[config.mk]
export PLATFORM = sky130hd
export DESIGN_NAME = dbgsc_top
export DESIGN_NICKNAME = d
export VERILOG_FILES = /design/src/verilog/dbgsc_pkg.sv /design/src/verilog/dbgsc_tck_if.sv /design/src/verilog/dbgsc_tck_sampler.sv /design/src/verilog/dbgsc_top.sv
export VERILOG_INCLUDE_DIRS = /design/src /design/src/verilog
export SDC_FILE = /design/constraint.sdc
export NUM_CORES = 1
export LEC_CHECK = 0
export ABC_AREA = 1
export BUFFER_PORTS_ARGS = -buffer_cell sky130_fd_sc_hd__buf_2
export CELL_PAD_IN_SITES_DETAIL_PLACEMENT = 1
export CELL_PAD_IN_SITES_GLOBAL_PLACEMENT = 1
export CORE_UTILIZATION = 30
export CTS_CLUSTER_SIZE = 12
export DETAILED_ROUTE_END_ITERATION = 10
export GPL_TIMING_DRIVEN = 0
export PLACE_DENSITY_LB_ADDON = 0.1
export REMOVE_ABC_BUFFERS = 1
export SYNTH_ARGS = -nofsm -noshare
export SYNTH_HDL_FRONTEND = slang
export SYNTH_HIERARCHICAL = 1
export SYNTH_SLANG_ARGS = --single-unit
[constraint.sdc]
create_clock -name clk_in -period 1.7 [get_ports clk_in]
set_input_delay 0.17 -clock clk_in [delete_from_list [all_inputs] [get_ports clk_in]]
set_output_delay 0.17 -clock clk_in [all_outputs]
set_load 0.1 [all_outputs]
[src/verilog/dbgsc_defines.svh]
// Constants for the debug request and scan strobe block.
// Assumes a 10 MHz clk_in and a TCK that is much slower.
// Contract
// RL1 - Internal request merges external request, control bit 1
// RL2 - Internal request is OR of both sources
// RL3 - External request reaches output without clock
// RL4 - Control bit applies on TCK fall in Run-Test/Idle
// RL5 - Provide scan cell multiplexer control output
// RL6 - Mux control changes in Update-IR, chain 3, drive instructions
// RL7 - Extest capture pulse in Capture-DR, chain 3
// RL8 - Internal extest capture output for tristate bus
// RL9 - Exported clock: main clock, or debug clock
// RL10 - External condition qualifies breakpoint matching
// RL11 - Level request enters debug after current instruction
// RL12 - Debug acknowledge high exactly in debug state
`ifndef DBGSC_DEFINES_SVH
`define DBGSC_DEFINES_SVH

`define DBGSC_CTRL_REQ_BIT 1
`define DBGSC_CTRL_WIDTH 4
`define DBGSC_SCAN_CHAIN_BS 4'h3
`define DBGSC_INSTR_EXTEST 4'h0
`define DBGSC_INSTR_INTEST 4'h1
`define DBGSC_INSTR_CLAMP 4'h2
`define DBGSC_INSTR_CLAMP_HIGH_IMPEDANCE_INSTR 4'h3
`define DBGSC_SYNC_STAGES 2
`define DBGSC_RST_MUX_CTRL 1'b0

`endif

[src/verilog/dbgsc_pkg.sv]
// Types for the debug request and scan strobe block.
// Assumes the TAP state follows the standard 4-bit state coding.
package dbgsc_pkg;

  typedef enum logic [3:0] {
    DBGSC_EXIT2_DR = 4'h0,
    DBGSC_EXIT1_DR = 4'h1,
    DBGSC_SHIFT_DR = 4'h2,
    DBGSC_PAUSE_DR = 4'h3,
    DBGSC_SEL_IR = 4'h4,
    DBGSC_UPDATE_DR = 4'h5,
    DBGSC_CAPTURE_DR = 4'h6,
    DBGSC_SEL_DR = 4'h7,
    DBGSC_EXIT2_IR = 4'h8,
    DBGSC_EXIT1_IR = 4'h9,
    DBGSC_SHIFT_IR = 4'ha,
    DBGSC_PAUSE_IR = 4'hb,
    DBGSC_RUN_IDLE = 4'hc,
    DBGSC_UPDATE_IR = 4'hd,
    DBGSC_CAPTURE_IR = 4'he,
    DBGSC_RESET = 4'hf
  } dbgsc_tap_state_t;

  typedef logic [3:0] dbgsc_nibble_t;

endpackage

[src/verilog/dbgsc_tck_if.sv]
// Synchronised TCK-side view shared by the sampler and the top.
// Assumes every member is on the clk_in domain.
`timescale 1ns/1ps
interface dbgsc_tck_if;
  import dbgsc_pkg::*;
  logic tck_rise;
  logic tck_fall;
  dbgsc_tap_state_t tap_state;
  dbgsc_nibble_t instr;
  dbgsc_nibble_t chain;
  logic ctrl_req;

  modport src (output tck_rise, tck_fall, tap_state, instr, chain, ctrl_req);
  modport snk (input tck_rise, tck_fall, tap_state, instr, chain, ctrl_req);
endinterface

[src/verilog/dbgsc_tck_sampler.sv]
// Two-flop samplers for TCK and the TAP outputs, with TCK edge finding.
// Assumes TAP outputs change only away from TCK edges.
`timescale 1ns/1ps
`include "dbgsc_defines.svh"
module dbgsc_tck_sampler
(
  // Clock and reset
  input wire logic clk_in,
  input wire logic sys_rst_in,
  // TCK domain inputs
  input wire logic tck_in,
  input wire dbgsc_pkg::dbgsc_nibble_t tap_state_in,
  input wire dbgsc_pkg::dbgsc_nibble_t instr_in,
  input wire dbgsc_pkg::dbgsc_nibble_t chain_in,
  input wire logic [`DBGSC_CTRL_WIDTH-1:0] dbg_ctrl_in,
  // Synchronised view
  dbgsc_tck_if.src sync_if
);
  import dbgsc_pkg::*;

  localparam int W = 1 + 4 + 4 + 4 + 1;

  logic [W-1:0] meta_r;
  logic [W-1:0] sync_r;
  logic tck_prev_r;
  logic [1:0] fill_r;
  wire [W-1:0] raw_in;
  wire tck_s;
  wire primed;

  assign raw_in = {tck_in, tap_state_in, instr_in, chain_in,
                   dbg_ctrl_in[`DBGSC_CTRL_REQ_BIT]};
  assign tck_s = sync_r[W-1];
  assign primed = (fill_r == 2'(`DBGSC_SYNC_STAGES + 1));

  ////////////////////////////////////////////////////////////////////////////
  // Two flop synchroniser
  always_ff @(posedge clk_in or posedge sys_rst_in)
  begin
    if (sys_rst_in)
    begin
      meta_r <= '0;
      sync_r <= '0;
      tck_prev_r <= 1'b0;
      fill_r <= 2'h0;
    end
    else
    begin
      meta_r <= raw_in;
      sync_r <= meta_r;
      tck_prev_r <= tck_s;
      fill_r <= primed ? fill_r : fill_r + 2'h1;
    end
  end

  ////////////////////////////////////////////////////////////////////////////
  // Edge detection and fields; edges wait for a full pipeline
  assign sync_if.tck_rise = primed & tck_s & ~tck_prev_r;
  assign sync_if.tck_fall = primed & ~tck_s & tck_prev_r;
  assign sync_if.tap_state = dbgsc_tap_state_t'(sync_r[12:9]);
  assign sync_if.instr = sync_r[8:5];
  assign sync_if.chain = sync_r[4:1];
  assign sync_if.ctrl_req = sync_r[0];
endmodule

[src/verilog/dbgsc_top.sv]
// Debug request merge, scan strobes and exported clock.
// Assumes an outside TAP controller and core; clk_in samples TCK.
// Clock and request outputs are combinational; strobes come from flops.
`timescale 1ns/1ps
`include "dbgsc_defines.svh"
module dbgsc_top
(
  // Clock and reset
  input wire logic clk_in,
  input wire logic sys_rst_in,
  // TAP side
  input wire logic tck_in,
  input wire dbgsc_pkg::dbgsc_nibble_t tap_state_in,
  input wire dbgsc_pkg::dbgsc_nibble_t instr_in,
  input wire dbgsc_pkg::dbgsc_nibble_t chain_in,
  input wire logic [`DBGSC_CTRL_WIDTH-1:0] dbg_ctrl_in,
  // Debug request and core status
  input wire logic external_debug_request_in,
  input wire logic instr_done_in,
  input wire logic debug_exit_in,
  output logic internal_debug_request_out,
  output logic debug_state_ack_out,
  // Clocks
  input wire logic main_clock_in,
  input wire logic wait_stretch_n_in,
  input wire logic debug_clock_in,
  output logic exported_clock_out,
  // Breakpoint condition
  input wire logic external_condition_zero_in,
  output logic break_condition_out,
  // Scan strobes
  output logic scan_cell_mux_control_out,
  output logic extest_capture_pulse_chain_out,
  output logic extest_capture_internal_out
);
  import dbgsc_pkg::*;

  dbgsc_tck_if sync_if ();

  logic ctrl_req_r;
  logic ctrl_req_nxt;
  logic debug_state_r;
  logic debug_state_nxt;
  logic mux_ctrl_r;
  logic mux_ctrl_nxt;
  logic cap_chain_r;
  logic cap_chain_nxt;
  logic cap_int_r;
  logic cap_int_nxt;
  logic cond_meta_r;
  logic cond_r;

  wire chain_bs;
  wire drive_instr;
  wire in_capture_dr;
  wire is_extest;
  wire fall_idle;
  wire fall_update_ir;
  wire cap_start;
  wire cap_start_chain;
  wire req_any;
  wire mux_load;
  wire cap_stop;
  wire debug_enter;

  function automatic logic dbgsc_is_drive(input dbgsc_nibble_t ir);
    dbgsc_is_drive = (ir == `DBGSC_INSTR_INTEST) || (ir == `DBGSC_INSTR_EXTEST) ||
                     (ir == `DBGSC_INSTR_CLAMP) || (ir == `DBGSC_INSTR_CLAMP_HIGH_IMPEDANCE_INSTR);
  endfunction

  function automatic logic dbgsc_pulse_nxt(input logic start, input logic stop,
                                           input logic cur);
    dbgsc_pulse_nxt = start ? 1'b1 : (stop ? 1'b0 : cur);
  endfunction

  dbgsc_tck_sampler u_sampler
  (
    .clk_in(clk_in),
    .sys_rst_in(sys_rst_in),
    .tck_in(tck_in),
    .tap_state_in(tap_state_in),
    .instr_in(instr_in),
    .chain_in(chain_in),
    .dbg_ctrl_in(dbg_ctrl_in),
    .sync_if(sync_if)
  );

  ////////////////////////////////////////////////////////////////////////////
  // Decode
  assign chain_bs = (sync_if.chain == `DBGSC_SCAN_CHAIN_BS);
  assign drive_instr = dbgsc_is_drive(sync_if.instr);
  assign is_extest = (sync_if.instr == `DBGSC_INSTR_EXTEST);
  assign in_capture_dr = (sync_if.tap_state == DBGSC_CAPTURE_DR);
  assign fall_idle = sync_if.tck_fall && (sync_if.tap_state == DBGSC_RUN_IDLE);
  assign fall_update_ir = sync_if.tck_fall && (sync_if.tap_state == DBGSC_UPDATE_IR);
  assign cap_start = sync_if.tck_fall && in_capture_dr && is_extest;
  assign cap_start_chain = cap_start && chain_bs;

  ////////////////////////////////////////////////////////////////////////////
  // Debug request
  // Control bit only takes effect at a TCK fall in Run-Test/Idle
  assign ctrl_req_nxt = fall_idle ? sync_if.ctrl_req : ctrl_req_r; // see RL4
  // Pin path stays combinational so the request needs no clock
  assign req_any = external_debug_request_in | ctrl_req_r; // see RL1 see RL2 see RL3
  assign internal_debug_request_out = req_any; // see RL3

  // Enter after the current instruction, leave on core exit
  assign debug_enter = req_any && instr_done_in; // see RL11
  assign debug_state_nxt = debug_exit_in ? 1'b0 :
                           (debug_enter ? 1'b1 : debug_state_r); // see RL11
  assign debug_state_ack_out = debug_state_r; // see RL12

  ////////////////////////////////////////////////////////////////////////////
  // Exported clock
  assign exported_clock_out = debug_state_r ? debug_clock_in :
                              (main_clock_in & wait_stretch_n_in); // see RL9

  ////////////////////////////////////////////////////////////////////////////
  // Scan strobes
  // Mux control updates at Update-IR only with chain 3 selected
  assign mux_load = fall_update_ir && chain_bs; // see RL6
  assign mux_ctrl_nxt = mux_load ? drive_instr : mux_ctrl_r; // see RL5 see RL6
  // Pulse spans the TCK low phase: set on fall, cleared on rise
  assign cap_stop = sync_if.tck_rise;
  assign cap_chain_nxt = dbgsc_pulse_nxt(cap_start_chain, cap_stop, cap_chain_r); // see RL7
  assign cap_int_nxt = dbgsc_pulse_nxt(cap_start, cap_stop, cap_int_r); // see RL8
  assign scan_cell_mux_control_out = mux_ctrl_r; // see RL5
  assign extest_capture_pulse_chain_out = cap_chain_r; // see RL7
  assign extest_capture_internal_out = cap_int_r; // see RL8
  assign break_condition_out = cond_r; // see RL10

  ////////////////////////////////////////////////////////////////////////////
  // Control request latch
  always_ff @(posedge clk_in or posedge sys_rst_in)
  begin
    if (sys_rst_in)
    begin
      ctrl_req_r <= 1'b0;
    end
    else
    begin
      ctrl_req_r <= ctrl_req_nxt;
    end
  end

  ////////////////////////////////////////////////////////////////////////////
  // Debug state
  always_ff @(posedge clk_in or posedge sys_rst_in)
  begin
    if (sys_rst_in)
    begin
      debug_state_r <= 1'b0;
    end
    else
    begin
      debug_state_r <= debug_state_nxt;
    end
  end

  ////////////////////////////////////////////////////////////////////////////
  // Scan cell mux control
  always_ff @(posedge clk_in or posedge sys_rst_in)
  begin
    if (sys_rst_in)
    begin
      mux_ctrl_r <= `DBGSC_RST_MUX_CTRL;
    end
    else
    begin
      mux_ctrl_r <= mux_ctrl_nxt;
    end
  end

  ////////////////////////////////////////////////////////////////////////////
  // Chain capture pulse
  always_ff @(posedge clk_in or posedge sys_rst_in)
  begin
    if (sys_rst_in)
    begin
      cap_chain_r <= 1'b0;
    end
    else
    begin
      cap_chain_r <= cap_chain_nxt;
    end
  end

  ////////////////////////////////////////////////////////////////////////////
  // Internal capture pulse
  always_ff @(posedge clk_in or posedge sys_rst_in)
  begin
    if (sys_rst_in)
    begin
      cap_int_r <= 1'b0;
    end
    else
    begin
      cap_int_r <= cap_int_nxt;
    end
  end

  ////////////////////////////////////////////////////////////////////////////
  // Condition pin synchroniser, first stage
  always_ff @(posedge clk_in or posedge sys_rst_in)
  begin
    if (sys_rst_in)
    begin
      cond_meta_r <= 1'b0;
    end
    else
    begin
      cond_meta_r <= external_condition_zero_in;
    end
  end

  ////////////////////////////////////////////////////////////////////////////
  // Condition pin synchroniser, second stage
  always_ff @(posedge clk_in or posedge sys_rst_in)
  begin
    if (sys_rst_in)
    begin
      cond_r <= 1'b0;
    end
    else
    begin
      cond_r <= cond_meta_r;
    end
  end
endmodule

==> run summary <==
The clock slew seen by the registers of the worst setup and hold paths came out at 0.07 ns. Ranked by total cell area, the synthesized netlist is headed by sky130_fd_sc_hd__dfrtp_1, sky130_fd_sc_hd__nand2_1, sky130_fd_sc_hd__buf_4, sky130_fd_sc_hd__inv_1, sky130_fd_sc_hd__nand3_1. In this run the critical register-to-register path is launched from u_sampler/fill_r[0]. The logs give 0.03003 ns for the worst hold slack across all endpoints and 2 for the number of optimization iterations in the first detailed-route pass.

In this run the most critical hold path is launched from debug_exit_in. In the synthesized netlist the dominant register cell turns out to be sky130_fd_sc_hd__dfrtp_1. The tree built by TritonCTS fans out to 38 sinks. The number of antenna diodes was 0; the detailed-route DRC error count was 0.

The HPWL after detailed placement is 1.360 mm. The tools report the combined global-route utilization of all metal layers as 0.1078. The run gives 825 as the number of global-route vias before repair. The critical path goes through inv_1, nand3_1, nand2_1, buf_2. TritonCTS built the clock tree. Setup violations remaining at the end of the flow were counted as 0.

The tools report the largest net degree at the start of global routing as 32. The die covers 4596 sq um. First-pass GRT wire length: 3.381 mm. The maximum clock frequency came out at 0.6881 GHz. The class of the most critical hold timing path is primary input to register.

The post-synthesis to final-layout area growth is 29.00%, and the static power due to leakage is 0.8520 nW. The total global routing overflow was 0; the total of buffers placed on input and output ports was 29. The endpoint required time on the critical path was 1.53 ns. Buffers inserted during clock tree synthesis total 5.

Worst min-delay path endpoint: debug_state_ack_out. The logs give 0.3178 for the starting density of the core and 107 for the cell count after synthesis. The top cell type's share of synthesized area is 0.7322, and the number of max-cap violations is 0. Of all nets on the critical path, the largest fanout is 3. The number of top-level design ports is 33.

The tools report the number of cells in the design after placement as 174. For this run, the post-layout net count is 174. The number of endpoints with negative hold slack in the final report was 0. Setup repair after global routing left no endpoint under its margin.

Category of the worst setup path launch point: a register. Sorting the synthesized cells by how often they occur yields sky130_fd_sc_hd__dfrtp_1, sky130_fd_sc_hd__nand2_1, sky130_fd_sc_hd__inv_1. The floorplan step defined a core boundary enclosing 4086 sq um. Power spread over the standard cell area amounts to 1048 nW/um^2. The final core area utilization was 0.4100.

The x dimension of the die works out to 67.80 um. The largest voltage drop on the vdd net came out at 0.0004372 V. The total design power was 1.756 mW; the total negative slack for setup checks was 0 ns. The register bit total from synthesis is 38.

The post-route clock skew is 0.002434 ns. At the pin with the least slew margin, the transition time is 0.6369 ns. The fraction of final layout cells with drive strength greater than 1 was 0.2838; the floorplan row count was 23. The slack of the critical path was 0.2467 ns; the count of synthesis-stage warnings from yosys was 6. The synthesized area per cell is 12.14 sq um.

Number of non-filler instances in the completed layout: 198. The endpoint type of the worst setup path is an output pin. For this block, the via count after detailed routing is 798.

The worst setup path is of the register to output pin kind. The number of max-slew violations in the final report came out at 0. The maximum single-stage delay on the critical path was 0.42 ns. The hold path depth came out at 2. For the aggregate routed wire length, the log shows 2.017 mm. The detailed-route vias per instance is 4.030. In the final routed layout, each cell accounts on average for 10.19 um. The endpoint identified for the worst register-to-register timing path is extest_capture_pulse_chain_out.

Fraction of synthesis flops using an asynchronous set or reset pin: 1.000. The run gives 0.28 ns as the source-to-sink clock delay at the later pin of the worst-skew pair. From bottom edge to top edge, the die measures 67.80 um.

Yosys mapped the design onto 15 distinct sky130hd cell types. The cell with the largest stage delay on the worst path is sky130_fd_sc_hd__buf_2. The cell accounting for the most synthesized area was sky130_fd_sc_hd__dfrtp_1. The final critical-path share of the clock period was 0.8549. For flop-to-flop paths, the worst setup slack is 0.30 ns. The cell area that synthesis handed to floorplanning was 1299 sq um. The worst register-to-register path has a depth of 9. The flow ran to the end, and the final reports show no timing, DRC or antenna violations. At the worst endpoint, the arrival time is 1.28 ns. In this run the clock root is driven by a sky130_fd_sc_hd__clkbuf_8. The number of antenna violations at the first check in global routing is 0, and the post-route cell area is 1675 sq um.

The cell area reported after detailed placement was 1416 sq um. For the worst max-slew margin expressed relative to the limit, the log shows 0.5745. Worst-case setup slack after placement: 0.2795 ns. The run gives 2 as the number of levels in the clock H-tree. The clock period minus final worst setup slack is 1.453 ns. Once detail routing completed, the nets flagged for antenna violations numbered 0. The synthesized design contains 0 enable-type register cells. The tools report the number of violations reported at the end of detailed-routing iteration 0 as 22. The most frequent cell after synthesis was sky130_fd_sc_hd__dfrtp_1. The number of buffers on the longest clock path is 2. The count of filler cells inserted in the layout was 463. The register area share after synthesis is 0.7322, and the placer congestion estimate is 0.7089.
## registers in the layout (all words and copies together), names as in the netlist
register and flops:
debug_state_ack_out 1, cond_meta_r 1, u_sampler/sync_r 14, break_condition_out 1
extest_capture_pulse_chain_out 1, extest_capture_internal_out 1, u_sampler/tck_prev_r 1, ctrl_req_r 1
u_sampler/meta_r 14, u_sampler/fill_r 2, scan_cell_mux_control_out 1
## how the worst max path moves through the flow
stage               slack, ns  depth (start not counted)                              to                 from
floorplan               -0.17                          2              exported_clock_out  debug_state_ack_out
global placement         0.32                          9  extest_capture_pulse_chain_out  u_sampler/fill_r[0]
detailed placement       0.28                          9  extest_capture_pulse_chain_out  u_sampler/fill_r[0]
CTS                      0.14                          3             u_sampler/meta_r[3]           sys_rst_in
global route             0.09                          7       scan_cell_mux_control_out  u_sampler/fill_r[0]
finish                   0.25                          4              exported_clock_out  debug_state_ack_out
## critical path: cells and delay by family (launching register included)
| kind | cells | cell delay [ns] |
|---|---|---|
| buf+inv | 2 | 0.49 |
| simple gates | 2 | 0.12 |
| flops | 1 | 0.39 |
## logic make-up after synthesis
family / share of synthesized area
and+or+nand+nor: 0.1436
DFF: 0.7322
buffers and inverters: 0.1069
AOI/OAI and AO/OA: 0.007700
adders and majority gates: 0.009632
## where the power goes
group	switching (mW)	internal, mW
Sequential	0.0166	0.947
Combinational	0.109	0.0592
Clock	0.298	0.325
Total	0.424	1.33
## area by class of cell
cell class	instances	area [sq um]	area share
inverter	13	52.55	0.03137
timing repair buffer	45	305.3	0.1822
tap	50	62.56	0.03734
sequential	38	950.9	0.5676
multi-input combinational	44	209.0	0.1247
clock buffer	6	82.58	0.04929
clock inverter	2	12.51	0.007468
## cells in the final DEF (no fill, tap or decap), types with 2 or more instances in the layout
master                          instances
sky130_fd_sc_hd__inv_1                 12
sky130_fd_sc_hd__clkinvlp_4             2
sky130_fd_sc_hd__nor2_2                 2
sky130_fd_sc_hd__nor2_1                 5
sky130_fd_sc_hd__nand3_1                4
sky130_fd_sc_hd__dlygate4sd3_1         16
sky130_fd_sc_hd__buf_2                 29
sky130_fd_sc_hd__clkbuf_8               6
sky130_fd_sc_hd__nand2_1               25
sky130_fd_sc_hd__dfrtp_1               38
## routing by layer
| metal | GRT usage | part of all wire |
|---|---|---|
| met1 | 0.1066 | 0.40 |
| met2 | 0.1832 | 0.50 |
| met3 | 0.05068 | 0.074 |
| met4 | 0.06250 | 0.024 |
| met5 | 0 | 0 |
## timing repair
item                                   CTS  global route
hold buffers                            16             0
endpoints found under the hold margin   22             0
setup buffers                            0             0
gates resized for setup                  0             1
setup endpoints to repair                0            31
Note: power is estimated with default switching activity, not from simulation.
